**src/lmt_defs.svh**
```systemverilog
// Constants for the legacy mode and trap control block
`ifndef LMT_DEFS_SVH
`define LMT_DEFS_SVH

`define LMT_ADDR_W         32
`define LMT_PAGE_SHIFT     12
`define LMT_VPN_W          20
`define LMT_TLB_DEPTH      32
`define LMT_LEGACY_AW      20
`define LMT_PTE_IDX_SHIFT  2
`define LMT_IO_PRIVILEGE_LEVEL_FULL      2'h3
`define LMT_PTE_P_BIT      0
`define LMT_PTE_W_BIT      1
`define LMT_PTE_D_BIT      6
`define LMT_FLAG_RST       1'h0
`define LMT_IMAGE_RST      1'h0

`endif

```
**src/lmt_pkg.sv**
```systemverilog
// Types shared by the legacy mode and trap control block
`default_nettype none
`include "lmt_defs.svh"

package lmt_pkg;

	typedef enum logic [1:0] {LMT_REAL, LMT_PROT, LMT_LEGACY} lmt_mode_t;

	typedef enum logic [2:0] {LMT_I_OTHER, LMT_I_CLI, LMT_I_STI, LMT_I_INT, LMT_I_IO} lmt_instr_t;

	typedef enum logic [1:0] {LMT_C_NONE, LMT_C_INTF, LMT_C_SWINT, LMT_C_IO} lmt_cause_t;

	typedef struct packed {
		logic       valid;
		lmt_cause_t cause;
	} lmt_trap_t;

	typedef struct packed {
		logic [`LMT_VPN_W-1:0] vpn;
		logic [`LMT_VPN_W-1:0] frame;
		logic                  present;
		logic                  writable;
		logic                  dirty;
	} lmt_tlb_entry_t;

endpackage : lmt_pkg

`default_nettype wire

```
**src/lmt_tlb_mem.sv**
```systemverilog
// Translation cache storage with registered read data
`timescale 1ns/1ps
`default_nettype none

module lmt_tlb_mem #(
	parameter int DEPTH = 32,
	parameter int WIDTH = 43,
	parameter int AW    = $clog2(DEPTH)
) (
	input  wire logic             mclk,
	input  wire logic [AW-1:0]    rd_addr,
	output logic      [WIDTH-1:0] rd_data,
	input  wire logic             we,
	input  wire logic [AW-1:0]    wr_addr,
	input  wire logic [WIDTH-1:0] wr_data
);

	if (DEPTH < 2 || (1 << AW) != DEPTH) begin : g_bad_depth
		$error("lmt_tlb_mem: DEPTH must be a power of two of at least 2");
	end

	logic [WIDTH-1:0] mem [DEPTH];

	// No reset: slot validity is kept by the owner in flip-flops
	always_ff @(posedge mclk) begin
		if (we) begin
			mem[wr_addr] <= wr_data;
		end
		rd_data <= mem[rd_addr];
	end

endmodule : lmt_tlb_mem

`default_nettype wire

```
**src/lmt_core.sv**
```systemverilog
// Legacy mode control, sensitive instruction traps and paging stage
//
// Summary of operation
// [RQ1] After reset the processor runs in real mode, not protected mode.
// [RQ2] Task switch from a record with the legacy flag set enters legacy emulation.
// [RQ3] Task switch from a record with the flag clear leaves legacy emulation.
// [RQ4] Any exception or interrupt taken leaves legacy emulation for the handler.
// [RQ5] Returning from such a handler restores legacy emulation for the task.
// [RQ6] The flags image saved at exception entry carries the legacy flag.
// [RQ7] Legacy task addresses fall in the lowest megabyte of linear space.
// [RQ8] Interrupt-flag instructions in legacy emulation trap instead of executing.
// [RQ9] Software interrupt instruction in legacy emulation traps to the monitor.
// [RQ10] In legacy emulation, I/O instructions trap when I/O privilege is below 3.
// [RQ11] Read-only pages trap writes; not-present pages trap reads and writes.
// [RQ12] Paging off passes addresses unchanged; paging on translates and checks.
// [RQ13] A 32-entry translation cache is consulted before the page tables.
// [RQ14] On a miss, write back the old entry, then refill the slot by bus.
// [RQ15] Entry saves the flags image before clearing the legacy flag.
`timescale 1ns/1ps
`default_nettype none
`include "lmt_defs.svh"

module lmt_core #(
	parameter int TLB_DEPTH = `LMT_TLB_DEPTH
) (
	input  wire logic                     mclk,
	input  wire logic                     resetn,
	input  wire logic                     pe_enable,
	input  wire logic                     paging_enable,
	input  wire logic [1:0]               io_privilege_level,
	input  wire logic                     task_switch,
	input  wire logic                     task_legacy_flag,
	input  wire logic                     exc_enter,
	input  wire logic                     exc_return,
	input  wire logic                     ret_image_legacy,
	input  wire logic                     instr_valid,
	input  wire lmt_pkg::lmt_instr_t      instr_class,
	input  wire logic                     req_valid,
	input  wire logic                     req_write,
	input  wire logic [`LMT_ADDR_W-1:0]   seg_addr,
	input  wire logic [`LMT_ADDR_W-1:0]   table_base,
	input  wire logic                     bus_ready,
	input  wire logic [`LMT_ADDR_W-1:0]   bus_rdata,
	output lmt_pkg::lmt_mode_t            mode,
	output logic                          legacy_emulation_flag,
	output logic                          image_legacy,
	output logic                          image_valid,
	output lmt_pkg::lmt_trap_t            trap,
	output logic                          req_ready,
	output logic                          xlat_valid,
	output logic [`LMT_ADDR_W-1:0]        xlat_addr,
	output logic                          xlat_fault,
	output logic                          bus_req,
	output logic                          bus_write,
	output logic [`LMT_ADDR_W-1:0]        bus_addr,
	output logic [`LMT_ADDR_W-1:0]        bus_wdata
);
	import lmt_pkg::*;

	localparam int IDX_W = $clog2(TLB_DEPTH);
	localparam int ENT_W = $bits(lmt_tlb_entry_t);

	if (TLB_DEPTH < 2 || (1 << IDX_W) != TLB_DEPTH || IDX_W > `LMT_VPN_W) begin : g_bad_depth
		$error("lmt_core: TLB_DEPTH must be a power of two between 2 and 2**20");
	end

	typedef enum logic [1:0] {S_IDLE, S_LOOK, S_WBACK, S_FILL} lmt_walk_t;

	// ************************************************************
	// Helpers
	// ************************************************************
	function automatic logic page_fault_f(input logic present, input logic writable,
		input logic wr);
		page_fault_f = !present || (wr && !writable); // [RQ11]
	endfunction : page_fault_f

	function automatic logic [`LMT_ADDR_W-1:0] pte_addr_f(input logic [`LMT_ADDR_W-1:0] base,
		input logic [`LMT_VPN_W-1:0] vpn);
		pte_addr_f = base + {{(`LMT_ADDR_W-`LMT_VPN_W-`LMT_PTE_IDX_SHIFT){1'b0}}, vpn,
			{`LMT_PTE_IDX_SHIFT{1'b0}}};
	endfunction : pte_addr_f

	// ************************************************************
	// Mode and legacy flag
	// ************************************************************
	lmt_mode_t next_mode;
	logic      next_flag;
	logic      next_image_legacy;
	logic      next_image_valid;
	lmt_trap_t next_trap;

	always_comb begin
		next_flag         = legacy_emulation_flag;
		next_image_legacy = image_legacy;
		next_image_valid  = 1'b0;
		if (exc_enter) begin
			// Image takes the old flag on the same edge that clears it
			next_image_legacy = legacy_emulation_flag; // [RQ6] [RQ15]
			next_image_valid  = 1'b1;
			next_flag         = 1'b0; // [RQ4]
		end else if (exc_return) begin
			next_flag = ret_image_legacy; // [RQ5]
		end else if (task_switch) begin
			next_flag = task_legacy_flag; // [RQ2] [RQ3]
		end
		// Legacy emulation exists only under protection
		if (!pe_enable) begin
			next_flag = 1'b0;
		end
		if (!pe_enable) begin
			next_mode = LMT_REAL; // [RQ1]
		end else if (next_flag) begin
			next_mode = LMT_LEGACY;
		end else begin
			next_mode = LMT_PROT;
		end
		next_trap = '{valid: 1'b0, cause: LMT_C_NONE};
		if (instr_valid && legacy_emulation_flag) begin
			case (instr_class)
				LMT_I_CLI, LMT_I_STI: next_trap = '{valid: 1'b1, cause: LMT_C_INTF}; // [RQ8]
				LMT_I_INT: next_trap = '{valid: 1'b1, cause: LMT_C_SWINT}; // [RQ9]
				LMT_I_IO: begin
					if (io_privilege_level < `LMT_IO_PRIVILEGE_LEVEL_FULL) begin
						next_trap = '{valid: 1'b1, cause: LMT_C_IO}; // [RQ10]
					end
				end
				default: next_trap = '{valid: 1'b0, cause: LMT_C_NONE};
			endcase
		end
	end

	always_ff @(posedge mclk or negedge resetn) begin
		if (!resetn) begin
			mode                  <= LMT_REAL; // [RQ1]
			legacy_emulation_flag <= `LMT_FLAG_RST;
			image_legacy          <= `LMT_IMAGE_RST;
			image_valid           <= 1'b0;
			trap                  <= '{valid: 1'b0, cause: LMT_C_NONE};
		end else begin
			mode                  <= next_mode;
			legacy_emulation_flag <= next_flag;
			image_legacy          <= next_image_legacy;
			image_valid           <= next_image_valid;
			trap                  <= next_trap;
		end
	end

	// ************************************************************
	// Paging stage
	// ************************************************************
	lmt_walk_t             state, next_state;
	logic [`LMT_ADDR_W-1:0] lin_in, lin_q, next_lin_q;
	logic                  wr_q, next_wr_q;
	logic [TLB_DEPTH-1:0]  slot_valid, next_slot_valid;
	logic                  next_ready, next_xlat_valid, next_xlat_fault;
	logic [`LMT_ADDR_W-1:0] next_xlat_addr, next_bus_addr, next_bus_wdata;
	logic                  next_bus_req, next_bus_write;
	logic [IDX_W-1:0]      rd_idx, q_idx;
	logic [ENT_W-1:0]      mem_rvec;
	lmt_tlb_entry_t        ent, fill_ent;
	logic                  mem_we;
	logic                  hit;

	// Legacy tasks see only the low megabyte before relocation
	assign lin_in = legacy_emulation_flag ?
		{{(`LMT_ADDR_W-`LMT_LEGACY_AW){1'b0}}, seg_addr[`LMT_LEGACY_AW-1:0]} : seg_addr; // [RQ7]
	assign rd_idx = lin_in[`LMT_PAGE_SHIFT +: IDX_W];
	assign q_idx  = lin_q[`LMT_PAGE_SHIFT +: IDX_W];
	assign ent    = lmt_tlb_entry_t'(mem_rvec);
	assign hit    = slot_valid[q_idx] && (ent.vpn == lin_q[`LMT_ADDR_W-1:`LMT_PAGE_SHIFT]);

	// Direct mapped: the slot is chosen by the low page number bits
	lmt_tlb_mem #(
		.DEPTH   (TLB_DEPTH),
		.WIDTH   (ENT_W),
		.AW      (IDX_W)
	) u_tlb ( // [RQ13]
		.mclk    (mclk),
		.rd_addr (rd_idx),
		.rd_data (mem_rvec),
		.we      (mem_we),
		.wr_addr (q_idx),
		.wr_data (fill_ent)
	);

	always_comb begin
		next_state      = state;
		next_lin_q      = lin_q;
		next_wr_q       = wr_q;
		next_slot_valid = slot_valid;
		next_xlat_valid = 1'b0;
		next_xlat_fault = 1'b0;
		next_xlat_addr  = xlat_addr;
		next_bus_req    = bus_req;
		next_bus_write  = bus_write;
		next_bus_addr   = bus_addr;
		next_bus_wdata  = bus_wdata;
		mem_we          = 1'b0;
		fill_ent        = ent;
		case (state)
			S_IDLE: begin
				if (req_valid && req_ready) begin
					if (!paging_enable) begin
						next_xlat_valid = 1'b1; // [RQ12]
						next_xlat_addr  = lin_in;
					end else begin
						next_lin_q = lin_in;
						next_wr_q  = req_write;
						next_state = S_LOOK;
					end
				end
			end
			S_LOOK: begin
				if (hit) begin
					next_xlat_valid = 1'b1;
					next_xlat_fault = page_fault_f(ent.present, ent.writable, wr_q); // [RQ11]
					next_xlat_addr  = {ent.frame, lin_q[`LMT_PAGE_SHIFT-1:0]}; // [RQ12]
					next_state      = S_IDLE;
					// Dirty is kept in the cache and reaches the table on eviction
					if (wr_q && !ent.dirty && !next_xlat_fault) begin
						fill_ent.dirty = 1'b1;
						mem_we         = 1'b1;
					end
				end else if (slot_valid[q_idx]) begin
					next_bus_req   = 1'b1; // [RQ14]
					next_bus_write = 1'b1;
					next_bus_addr  = pte_addr_f(table_base, ent.vpn);
					next_bus_wdata = '0;
					next_bus_wdata[`LMT_ADDR_W-1:`LMT_PAGE_SHIFT] = ent.frame;
					next_bus_wdata[`LMT_PTE_P_BIT] = ent.present;
					next_bus_wdata[`LMT_PTE_W_BIT] = ent.writable;
					next_bus_wdata[`LMT_PTE_D_BIT] = ent.dirty;
					next_state     = S_WBACK;
				end else begin
					next_bus_req   = 1'b1; // [RQ14]
					next_bus_write = 1'b0;
					next_bus_addr  = pte_addr_f(table_base, lin_q[`LMT_ADDR_W-1:`LMT_PAGE_SHIFT]);
					next_state     = S_FILL;
				end
			end
			S_WBACK: begin
				if (bus_ready) begin
					next_slot_valid[q_idx] = 1'b0;
					next_bus_write = 1'b0; // [RQ14]
					next_bus_addr  = pte_addr_f(table_base, lin_q[`LMT_ADDR_W-1:`LMT_PAGE_SHIFT]);
					next_state     = S_FILL;
				end
			end
			S_FILL: begin
				if (bus_ready) begin
					fill_ent.vpn      = lin_q[`LMT_ADDR_W-1:`LMT_PAGE_SHIFT];
					fill_ent.frame    = bus_rdata[`LMT_ADDR_W-1:`LMT_PAGE_SHIFT];
					fill_ent.present  = bus_rdata[`LMT_PTE_P_BIT];
					fill_ent.writable = bus_rdata[`LMT_PTE_W_BIT];
					fill_ent.dirty    = bus_rdata[`LMT_PTE_D_BIT]
						| (wr_q & bus_rdata[`LMT_PTE_W_BIT]);
					next_xlat_valid   = 1'b1;
					next_xlat_fault   = page_fault_f(fill_ent.present, fill_ent.writable, wr_q);
					next_xlat_addr    = {fill_ent.frame, lin_q[`LMT_PAGE_SHIFT-1:0]};
					// Not-present pages are never cached so a later fix is seen at once
					mem_we            = fill_ent.present; // [RQ14]
					next_slot_valid[q_idx] = fill_ent.present;
					next_bus_req      = 1'b0;
					next_state        = S_IDLE;
				end
			end
			default: next_state = S_IDLE;
		endcase
		next_ready = (next_state == S_IDLE);
	end

	always_ff @(posedge mclk or negedge resetn) begin
		if (!resetn) begin
			state      <= S_IDLE;
			lin_q      <= '0;
			wr_q       <= 1'b0;
			slot_valid <= '0;
			req_ready  <= 1'b1;
			xlat_valid <= 1'b0;
			xlat_fault <= 1'b0;
			xlat_addr  <= '0;
			bus_req    <= 1'b0;
			bus_write  <= 1'b0;
			bus_addr   <= '0;
			bus_wdata  <= '0;
		end else begin
			state      <= next_state;
			lin_q      <= next_lin_q;
			wr_q       <= next_wr_q;
			slot_valid <= next_slot_valid;
			req_ready  <= next_ready;
			xlat_valid <= next_xlat_valid;
			xlat_fault <= next_xlat_fault;
			xlat_addr  <= next_xlat_addr;
			bus_req    <= next_bus_req;
			bus_write  <= next_bus_write;
			bus_addr   <= next_bus_addr;
			bus_wdata  <= next_bus_wdata;
		end
	end
endmodule : lmt_core

`default_nettype wire

```
**config.mk**
```make
export PLATFORM = sky130hd
export DESIGN_NAME = lmt_core
export DESIGN_NICKNAME = d
export VERILOG_FILES = /design/src/lmt_pkg.sv /design/src/lmt_tlb_mem.sv /design/src/lmt_core.sv
export VERILOG_INCLUDE_DIRS = /design/src
export SDC_FILE = /design/constraint.sdc
export NUM_CORES = 2
export LEC_CHECK = 0
export BUFFER_PORTS_ARGS = -buffer_cell sky130_fd_sc_hd__buf_2
export CAP_MARGIN = 40
export CELL_PAD_IN_SITES_DETAIL_PLACEMENT = 0
export CELL_PAD_IN_SITES_GLOBAL_PLACEMENT = 1
export CORE_MARGIN = 2
export CORE_UTILIZATION = 51
export CTS_BUF_LIST = sky130_fd_sc_hd__clkbuf_4 sky130_fd_sc_hd__clkbuf_8
export CTS_CLUSTER_SIZE = 24
export DETAILED_ROUTE_END_ITERATION = 16
export HOLD_SLACK_MARGIN = 0.06
export PLACE_DENSITY = 0.78
export SYNTH_ARGS = -nofsm -noshare
export SYNTH_HDL_FRONTEND = slang
export SYNTH_SLANG_ARGS = --single-unit
```
**constraint.sdc**
```tcl
create_clock -name mclk -period 4.1 [get_ports mclk]
set_input_delay 0.615 -clock mclk [delete_from_list [all_inputs] [get_ports mclk]]
set_output_delay 0.615 -clock mclk [all_outputs]
set_load 0.03 [all_outputs]
```
* Word level (Yosys, flattened, before mapping)
Memories as Yosys holds them, arrays and structs flattened. A register that Yosys moved wholly into a read port is not among the register bits.
Cells that the tools add are included.
** Word-level totals
- Memories kept :: 1
- Word-level logic and storage cells :: 132
- Flip-flop bits (word level) :: 167
- Input port bits :: 114
- Memory bits (writable) :: 1376
- Output and inout bits :: 109
** Operators by class
- Reduce and logical (&&, ||, !) cells :: 29
- Order comparisons :: 3
- Eq/ne operators :: 14
- Mux-type cells :: 60
- Add/sub/neg operators :: 2
- Bitwise logic cells :: 5
** Memory list
- u_tlb.mem :: words 32, bits a word 43, read ports 1, clocked after memory_dff 1, write ports 1, RTL line lmt_tlb_mem.sv:22 : logic [WIDTH-1:0] mem [DEPTH];
** Operators with widths (count)
- 2-to-1 mux 32 bit :: 10
- one-hot mux 32 bit (2 select lines) :: 2
- one-hot mux 32 bit (3 select lines) :: 1
- adder 32 x 22 -> 32 bit :: 2
- 2-to-1 mux 43 bit :: 1
- 2-to-1 mux 42 bit :: 1
- AND 32 bit :: 1
- bitwise mux 32 bit :: 1
- NOT 32 bit :: 1
- 2-to-1 mux 1 bit :: 25
- == test 20 bit :: 1
- AND reduction 3 bit :: 5
- 2-to-1 mux 2 bit :: 7
- != test 2 bit, second input constant :: 6
- one-hot mux 1 bit (2 select lines) :: 5
- one-hot mux 3 bit (3 select lines) :: 1
- logical AND 1 bit :: 8
- one-hot mux 2 bit (4 select lines) :: 1
- == test 3 x 2 -> 1 bit, second input constant :: 2
- zero test 1 bit :: 6
- < comparator 5 x 6 -> 1 bit, second input constant :: 1
- 2-to-1 mux 3 bit :: 2
- nonzero test 2 bit :: 3
- binary-select mux 1 bit (select 5 bit) :: 1
- other kinds (16) :: 19

* Longest topological paths before layout
- Depth after elaboration :: 10
- Depth in mapped cells :: 13
- Depth with buffers taken out :: 11

* Cells and area by module
A second synthesis with hierarchy kept.
** Second synthesis, totals
- Cells, all modules :: 4190
- Area total of the unflattened synthesis :: 65063.7 um2
** Modules (own cells, without submodules)
- lmt_tlb_mem :: area each 54487.3 um2, times used 1, cells each 3020
- lmt_core :: area each 10576.4 um2, times used 1, cells each 1170

* Least setup slack after synthesis
Ideal clock, no wire load.
- Path kind :: register to register
- Start point :: register lin_q[13]
- End point :: memory u_tlb.mem[11][0] (enable)
- Data required time :: 3.656 ns
- Data arrival time :: 3.932 ns
- Buffers on the path :: 2
- Stages on the path, launching flop included :: 12
- Clock period less this slack :: 4.375 ns
- Slack :: -0.275 ns
- Cell sequence :: dfrtp_1 -> buf_6 -> buf_12 -> mux2_1 -> o22ai_1 -> nor4_2 -> mux2i_1 -> nor2_1 -> nand2_1 -> o22ai_1 -> nand3_1 -> nor2_1
** Between the ends
- Cells in the longest elaborated chain, start to end :: 7
** Ends and longest elaborated chain
- start, declared :: RTL line lmt_core.sv:152 : logic [`LMT_ADDR_W-1:0] lin_in, lin_q, next_lin_q;
- start signal, assigned :: RTL line lmt_core.sv:288 : lin_q <= next_lin_q;
- binary-select mux 1 bit (select 5 bit) :: RTL line lmt_core.sv:170 : assign hit = slot_valid[q_idx] && (ent.vpn == lin_q[`LMT_ADDR_W-1:`LMT_PAGE_SHIFT]);
- 2-to-1 mux 1 bit (not written as such) :: RTL line lmt_core.sv:170
- logical AND 1 bit :: RTL line lmt_core.sv:170
- 2-to-1 mux 1 bit :: RTL line lmt_core.sv:214 : if (hit) begin
- one-hot mux 1 bit (2 select lines) :: RTL line lmt_core.sv:200 : case (state)
- 2-to-1 mux 1 bit :: RTL line lmt_tlb_mem.sv:26 : if (we) begin
- 2-to-1 mux 1 bit (not written as such) :: RTL line lmt_tlb_mem.sv:27 : mem[wr_addr] <= wr_data;
- end, declared :: RTL line lmt_tlb_mem.sv:22
Several ways; a longest one is shown, not always the timed one. The select of a mux whose other input is x is not followed.

* Worst setup path after layout
- Start point :: register lin_q[13]
- End point :: register bus_addr[26]
** Between the ends
- Cells in the longest elaborated chain, start to end :: 5
** Ends and longest elaborated chain
- branches (longest 5 deep; another with adder 32 x 22 -> 32 bit)
- end signal, assigned :: RTL line lmt_core.sv:297 : bus_addr <= next_bus_addr;
- end, declared :: RTL line lmt_core.sv:55 : output logic [`LMT_ADDR_W-1:0] bus_addr,
Parallel ways; which one is timed is not known. The select of a mux whose other input is x is not followed.
A chain may end at the register's enable or synchronous reset.

==> impl_metrics.xml <==
<?xml version="1.0" encoding="UTF-8"?>
<metrics>
  <group name="route">
    <metric name="routed_wirelength" unit="mm">157</metric>
    <metric name="postRouteAntennaNets" unit="">0</metric>
    <metric name="drt_pass1_iterations" unit="">6</metric>
    <metric name="drt-wirelength-per-cell" unit="um">29.0</metric>
    <metric name="drc" unit="">0</metric>
    <metric name="vias_per_cell" unit="">6.12</metric>
    <metric name="via_count" unit="">33200</metric>
    <metric name="drt_iter0_drc" unit="">3652</metric>
  </group>
  <group name="yosys">
    <metric name="main_combinational_cell_family_by_area_after_synthesis" unit="">multiplexers</metric>
    <metric name="ys_seq_area_share" unit="%">73.0</metric>
    <metric name="synthesis.yosys.warnings" unit="">0</metric>
    <metric name="yosys-mux-area-fraction" unit="%">18.9</metric>
    <metric name="synth_seq_cells" unit="">1585</metric>
    <metric name="synthDistinctLibCells" unit="">76</metric>
    <metric name="synth-edff-count" unit="">1376</metric>
    <metric name="synth_area_leaders" unit="">sky130_fd_sc_hd__edfxtp_1 65%, sky130_fd_sc_hd__mux4_2 15%, sky130_fd_sc_hd__dfrtp_1 6.5%</metric>
    <metric name="syn-cell-area" unit="um^2">63500</metric>
    <metric name="synth_compound_area_share" unit="%">2.86</metric>
    <metric name="syn-instance-count" unit="">3098</metric>
    <metric name="synth_top_area_share" unit="%">65.1</metric>
    <metric name="synth_simple_gate_area_share" unit="%">2.15</metric>
    <metric name="yosys.area_share.adder" unit="%">0.851</metric>
    <metric name="postSynthAreaPerCell" unit="um^2">20.5</metric>
    <metric name="postSynth.asyncResetShare" unit="%">10.5</metric>
    <metric name="synthDominantAreaCellType" unit="">sky130_fd_sc_hd__edfxtp_1</metric>
    <metric name="synthXorXnorAreaFrac" unit="%">0.883</metric>
    <metric name="postSynth.topFlopCell" unit="">sky130_fd_sc_hd__edfxtp_1</metric>
  </group>
  <group name="placed_design">
    <metric name="routabilityCongestion" unit="">0.923</metric>
    <metric name="numPortBuffers" unit="">204</metric>
    <metric name="hpwlAfterDp" unit="mm">95.5</metric>
    <metric name="placement.setup.worst_slack" unit="ns">0.499</metric>
    <metric name="placed_cell_count" unit="">4929</metric>
  </group>
  <group name="final_layout">
    <metric name="fraction_of_layout_instances_using_a_drive_strength_above_1" unit="%">37.0</metric>
    <metric name="final_util" unit="%">59.6</metric>
    <metric name="growth_of_design_area_from_synthesis_to_finish" unit="%">16.0</metric>
    <metric name="fillers" unit="">8724</metric>
    <metric name="regArea" unit="um^2">46300</metric>
    <metric name="final_nets" unit="">3737</metric>
    <metric name="multi_input_comb_area" unit="um^2">16600</metric>
    <metric name="leading_cell_types_in_the_layout_fill_and_taps_excluded" unit="">1376 x sky130_fd_sc_hd__edfxtp_1, 430 x sky130_fd_sc_hd__mux4_2, 267 x sky130_fd_sc_hd__clkbuf_8</metric>
    <metric name="layout.cells.most_common" unit="">sky130_fd_sc_hd__edfxtp_1</metric>
    <metric name="finalNonFillerCells" unit="">5424</metric>
  </group>
  <group name="grt">
    <metric name="first_global_vias" unit="">33800</metric>
    <metric name="grt_first_pass_wirelength" unit="mm">228</metric>
    <metric name="gr-usage-met1" unit="%">34.5</metric>
    <metric name="grt.met2_usage" unit="%">40.3</metric>
    <metric name="maximum_number_of_pins_on_one_net_before_global_route_repair" unit="">96</metric>
    <metric name="grt_remaining_overflow" unit="">0</metric>
    <metric name="busiest_layer" unit="">met2</metric>
    <metric name="global_route.usage.total" unit="%">24.9</metric>
    <metric name="antenna_found_initial" unit="">4</metric>
    <metric name="use_met3" unit="%">5.31</metric>
  </group>
  <group name="floorplan">
    <metric name="fp-row-count" unit="">129</metric>
    <metric name="die_area" unit="um^2">127000</metric>
    <metric name="die_h" unit="um">357</metric>
    <metric name="design.core.area" unit="um^2">124000</metric>
    <metric name="initial_utilization" unit="%">51.4</metric>
    <metric name="overall_die_width" unit="um">357</metric>
    <metric name="boundary_pins" unit="">223</metric>
  </group>
  <group name="cts">
    <metric name="worstSkewPairLatency" unit="ns">0.94</metric>
    <metric name="numClockSinks" unit="">1585</metric>
    <metric name="cts_root_buf" unit="">sky130_fd_sc_hd__clkbuf_8</metric>
    <metric name="ctsLongestPathBuffers" unit="">3</metric>
    <metric name="worst_setup_hold_path_clk_slew" unit="ns">0.07</metric>
    <metric name="ctsHtreeMaxLevel" unit="">4</metric>
    <metric name="tritoncts.num_buffers" unit="">234</metric>
    <metric name="tritoncts" unit="">yes</metric>
  </group>
  <group name="power">
    <metric name="worst_ir_drop_on_vdd" unit="mV">0.416</metric>
    <metric name="total_power" unit="mW">41.4</metric>
    <metric name="p_per_area" unit="nW/um^2">563</metric>
    <metric name="power.static_leakage" unit="nW">25.1</metric>
  </group>
  <group name="sta">
    <metric name="report.final.hold_viol_count" unit="">0</metric>
    <metric name="setup_ws" unit="ns">0.306</metric>
    <metric name="hold_worst_slack" unit="ns">0.145</metric>
    <metric name="finalMaxSlewViolations" unit="">0</metric>
    <metric name="worst-slew-pin-transition" unit="ns">0.809</metric>
    <metric name="finalCritPeriodShare" unit="%">92.5</metric>
    <metric name="skew" unit="ns">0.0530</metric>
    <metric name="fmax" unit="GHz">0.264</metric>
    <metric name="timing.final.crit_period" unit="ns">3.79</metric>
    <metric name="report.final.setup_viol" unit="">0</metric>
    <metric name="grt_setup_unrepaired" unit="">no</metric>
    <metric name="relSlewSlack" unit="%">46.0</metric>
  </group>
  <group name="setup_path">
    <metric name="worstPathArrival" unit="ns">4.58</metric>
    <metric name="crit_fanout" unit="">17</metric>
    <metric name="timing.critical_path.required" unit="ns">4.89</metric>
    <metric name="timing_worst_setup_path_type" unit="">reg2reg</metric>
    <metric name="critical_path.startpoint_type" unit="">flop</metric>
    <metric name="timing.critical_path.to_type" unit="">flop</metric>
  </group>
  <group name="outcome">
    <metric name="status" unit="">complete, no violations</metric>
  </group>
  <group name="min_path">
    <metric name="hp-class" unit="">in2reg</metric>
  </group>
  <group name="run">
    <metric name="maxCapViolCount" unit="">0</metric>
  </group>
</metrics>
stage by stage:
stage | instance area (um^2) | TNS [ns]
detailed placement | 68200 | 0
floorplan | 63600 | -236.62
global route | 73600 | 0
finish | 73600 | 0
CTS | 73600 | 0
global placement | 68100 | 0
final timing paths:
check,from,to,slack [ns],cells past startpoint
worst min register to register,bus_addr[0],bus_addr[0],0.46,2
max in group asynchronous,resetn,req_ready,2.84,4
worst max-delay path,lin_q[13],bus_addr[26],0.31,12
worst min-delay path,bus_rdata[12],xlat_addr[12],0.15,5
worst max register to register,lin_q[13],bus_addr[26],0.31,12
min in group asynchronous,resetn,bus_wdata[30],0.36,3
metal layers:
| layer | share of wire (%) | wire [um] |
|---|---|---|
| met2 | 49 | 77700 |
| met3 | 8.8 | 13900 |
| met5 | 0 | 0 |
| met4 | 2.1 | 3300 |
| met1 | 40 | 62600 |
cell type report:
type                            count  area share (%)
Tap cell                         1637            2.78
Antenna cell                        4          0.0136
Clock inverter                    108            1.03
Sequential cell                  1585            62.9
Clock buffer                      330            5.62
Multi-Input combinational cell   1333            22.5
Timing Repair Buffer              413            5.02
Inverter                           14          0.0714
sequential cells by signal, summed over array words and instances (netlist names), 2 cells and up:
signal and flops:
state 2, slot_valid 32, lin_q 32, u_tlb.mem 1376
u_tlb.rd_data 43, bus_wdata 23, trap 3, xlat_addr 32
bus_addr 32
cell families (layout without fill, tap and decap cells):
| logic type | count (synthesis) | in the layout |
|---|---|---|
| buffers and inverters | 188 | 865 |
| adders and majority gates | 42 | 42 |
| and+or+nand+nor | 294 | 294 |
| AOI/OAI and AO/OA | 295 | 295 |
| xor gates and xnor gates | 64 | 64 |
| muxes | 629 | 629 |
| other | 1 | 13 |
| DFF | 1585 | 1585 |
critical path, stage by stage, from the launching register on:
cell and delay (ns):
sky130_fd_sc_hd__dfrtp_1 0.66, sky130_fd_sc_hd__buf_12 0.29, sky130_fd_sc_hd__fa_1 0.45, sky130_fd_sc_hd__a211oi_1 0.44, sky130_fd_sc_hd__o21ai_0 0.22, sky130_fd_sc_hd__nand2_1 0.15, sky130_fd_sc_hd__a211oi_1 0.14, sky130_fd_sc_hd__nor2_1 0.22
sky130_fd_sc_hd__nand2_1 0.14, sky130_fd_sc_hd__o2111ai_1 0.15, sky130_fd_sc_hd__xor2_1 0.17, sky130_fd_sc_hd__dlygate4sd3_1 0.57, sky130_fd_sc_hd__o21ai_1 0.06
what timing repair did:
action | in CTS | in global routing
hold buffers | 53 | 0
buffers inserted | 0 | 0
gates resized for setup | 0 | 0
hold endpoints to repair | 163 | 0
power breakdown:
group	total, mW	switching (mW)	internal [mW]
clock	13.0	6.04	6.99
sequential	20.0	0.652	19.3
combinational	8.45	5.47	2.98
Yosys cell counts (all sizes together) (2+ instances only):
| cell type | instances |
|---|---|
| mux4 | 430 |
| mux2 | 173 |
| nand2b | 15 |
| nand2 | 108 |
| nand3 | 15 |
| xor2 | 34 |
| o211ai | 7 |
| and2 | 3 |
| clkbuf | 102 |
| or2 | 3 |
| a211oi | 9 |
| dfrtp | 165 |
| a221oi | 2 |
| a31oi | 7 |
| nor4 | 5 |
| a21o | 15 |
| or3 | 4 |
| nand4 | 8 |
| dfxtp | 43 |
| o21bai | 7 |
| edfxtp | 1376 |
| inv | 14 |
| buf | 72 |
| nor2 | 95 |
| o22ai | 10 |
| o221ai | 3 |
| or3b | 3 |
| fa | 2 |
| nor3 | 10 |
| nand3b | 4 |
| and3 | 9 |
| ha | 40 |
| o31ai | 36 |
| nor3b | 3 |
| o21a | 5 |
| mux2i | 26 |
| a21oi | 65 |
| nor2b | 5 |
| o21ai | 113 |
| a211o | 2 |
| xnor2 | 30 |
| o2111ai | 3 |
(Power assumes the default switching activity.)
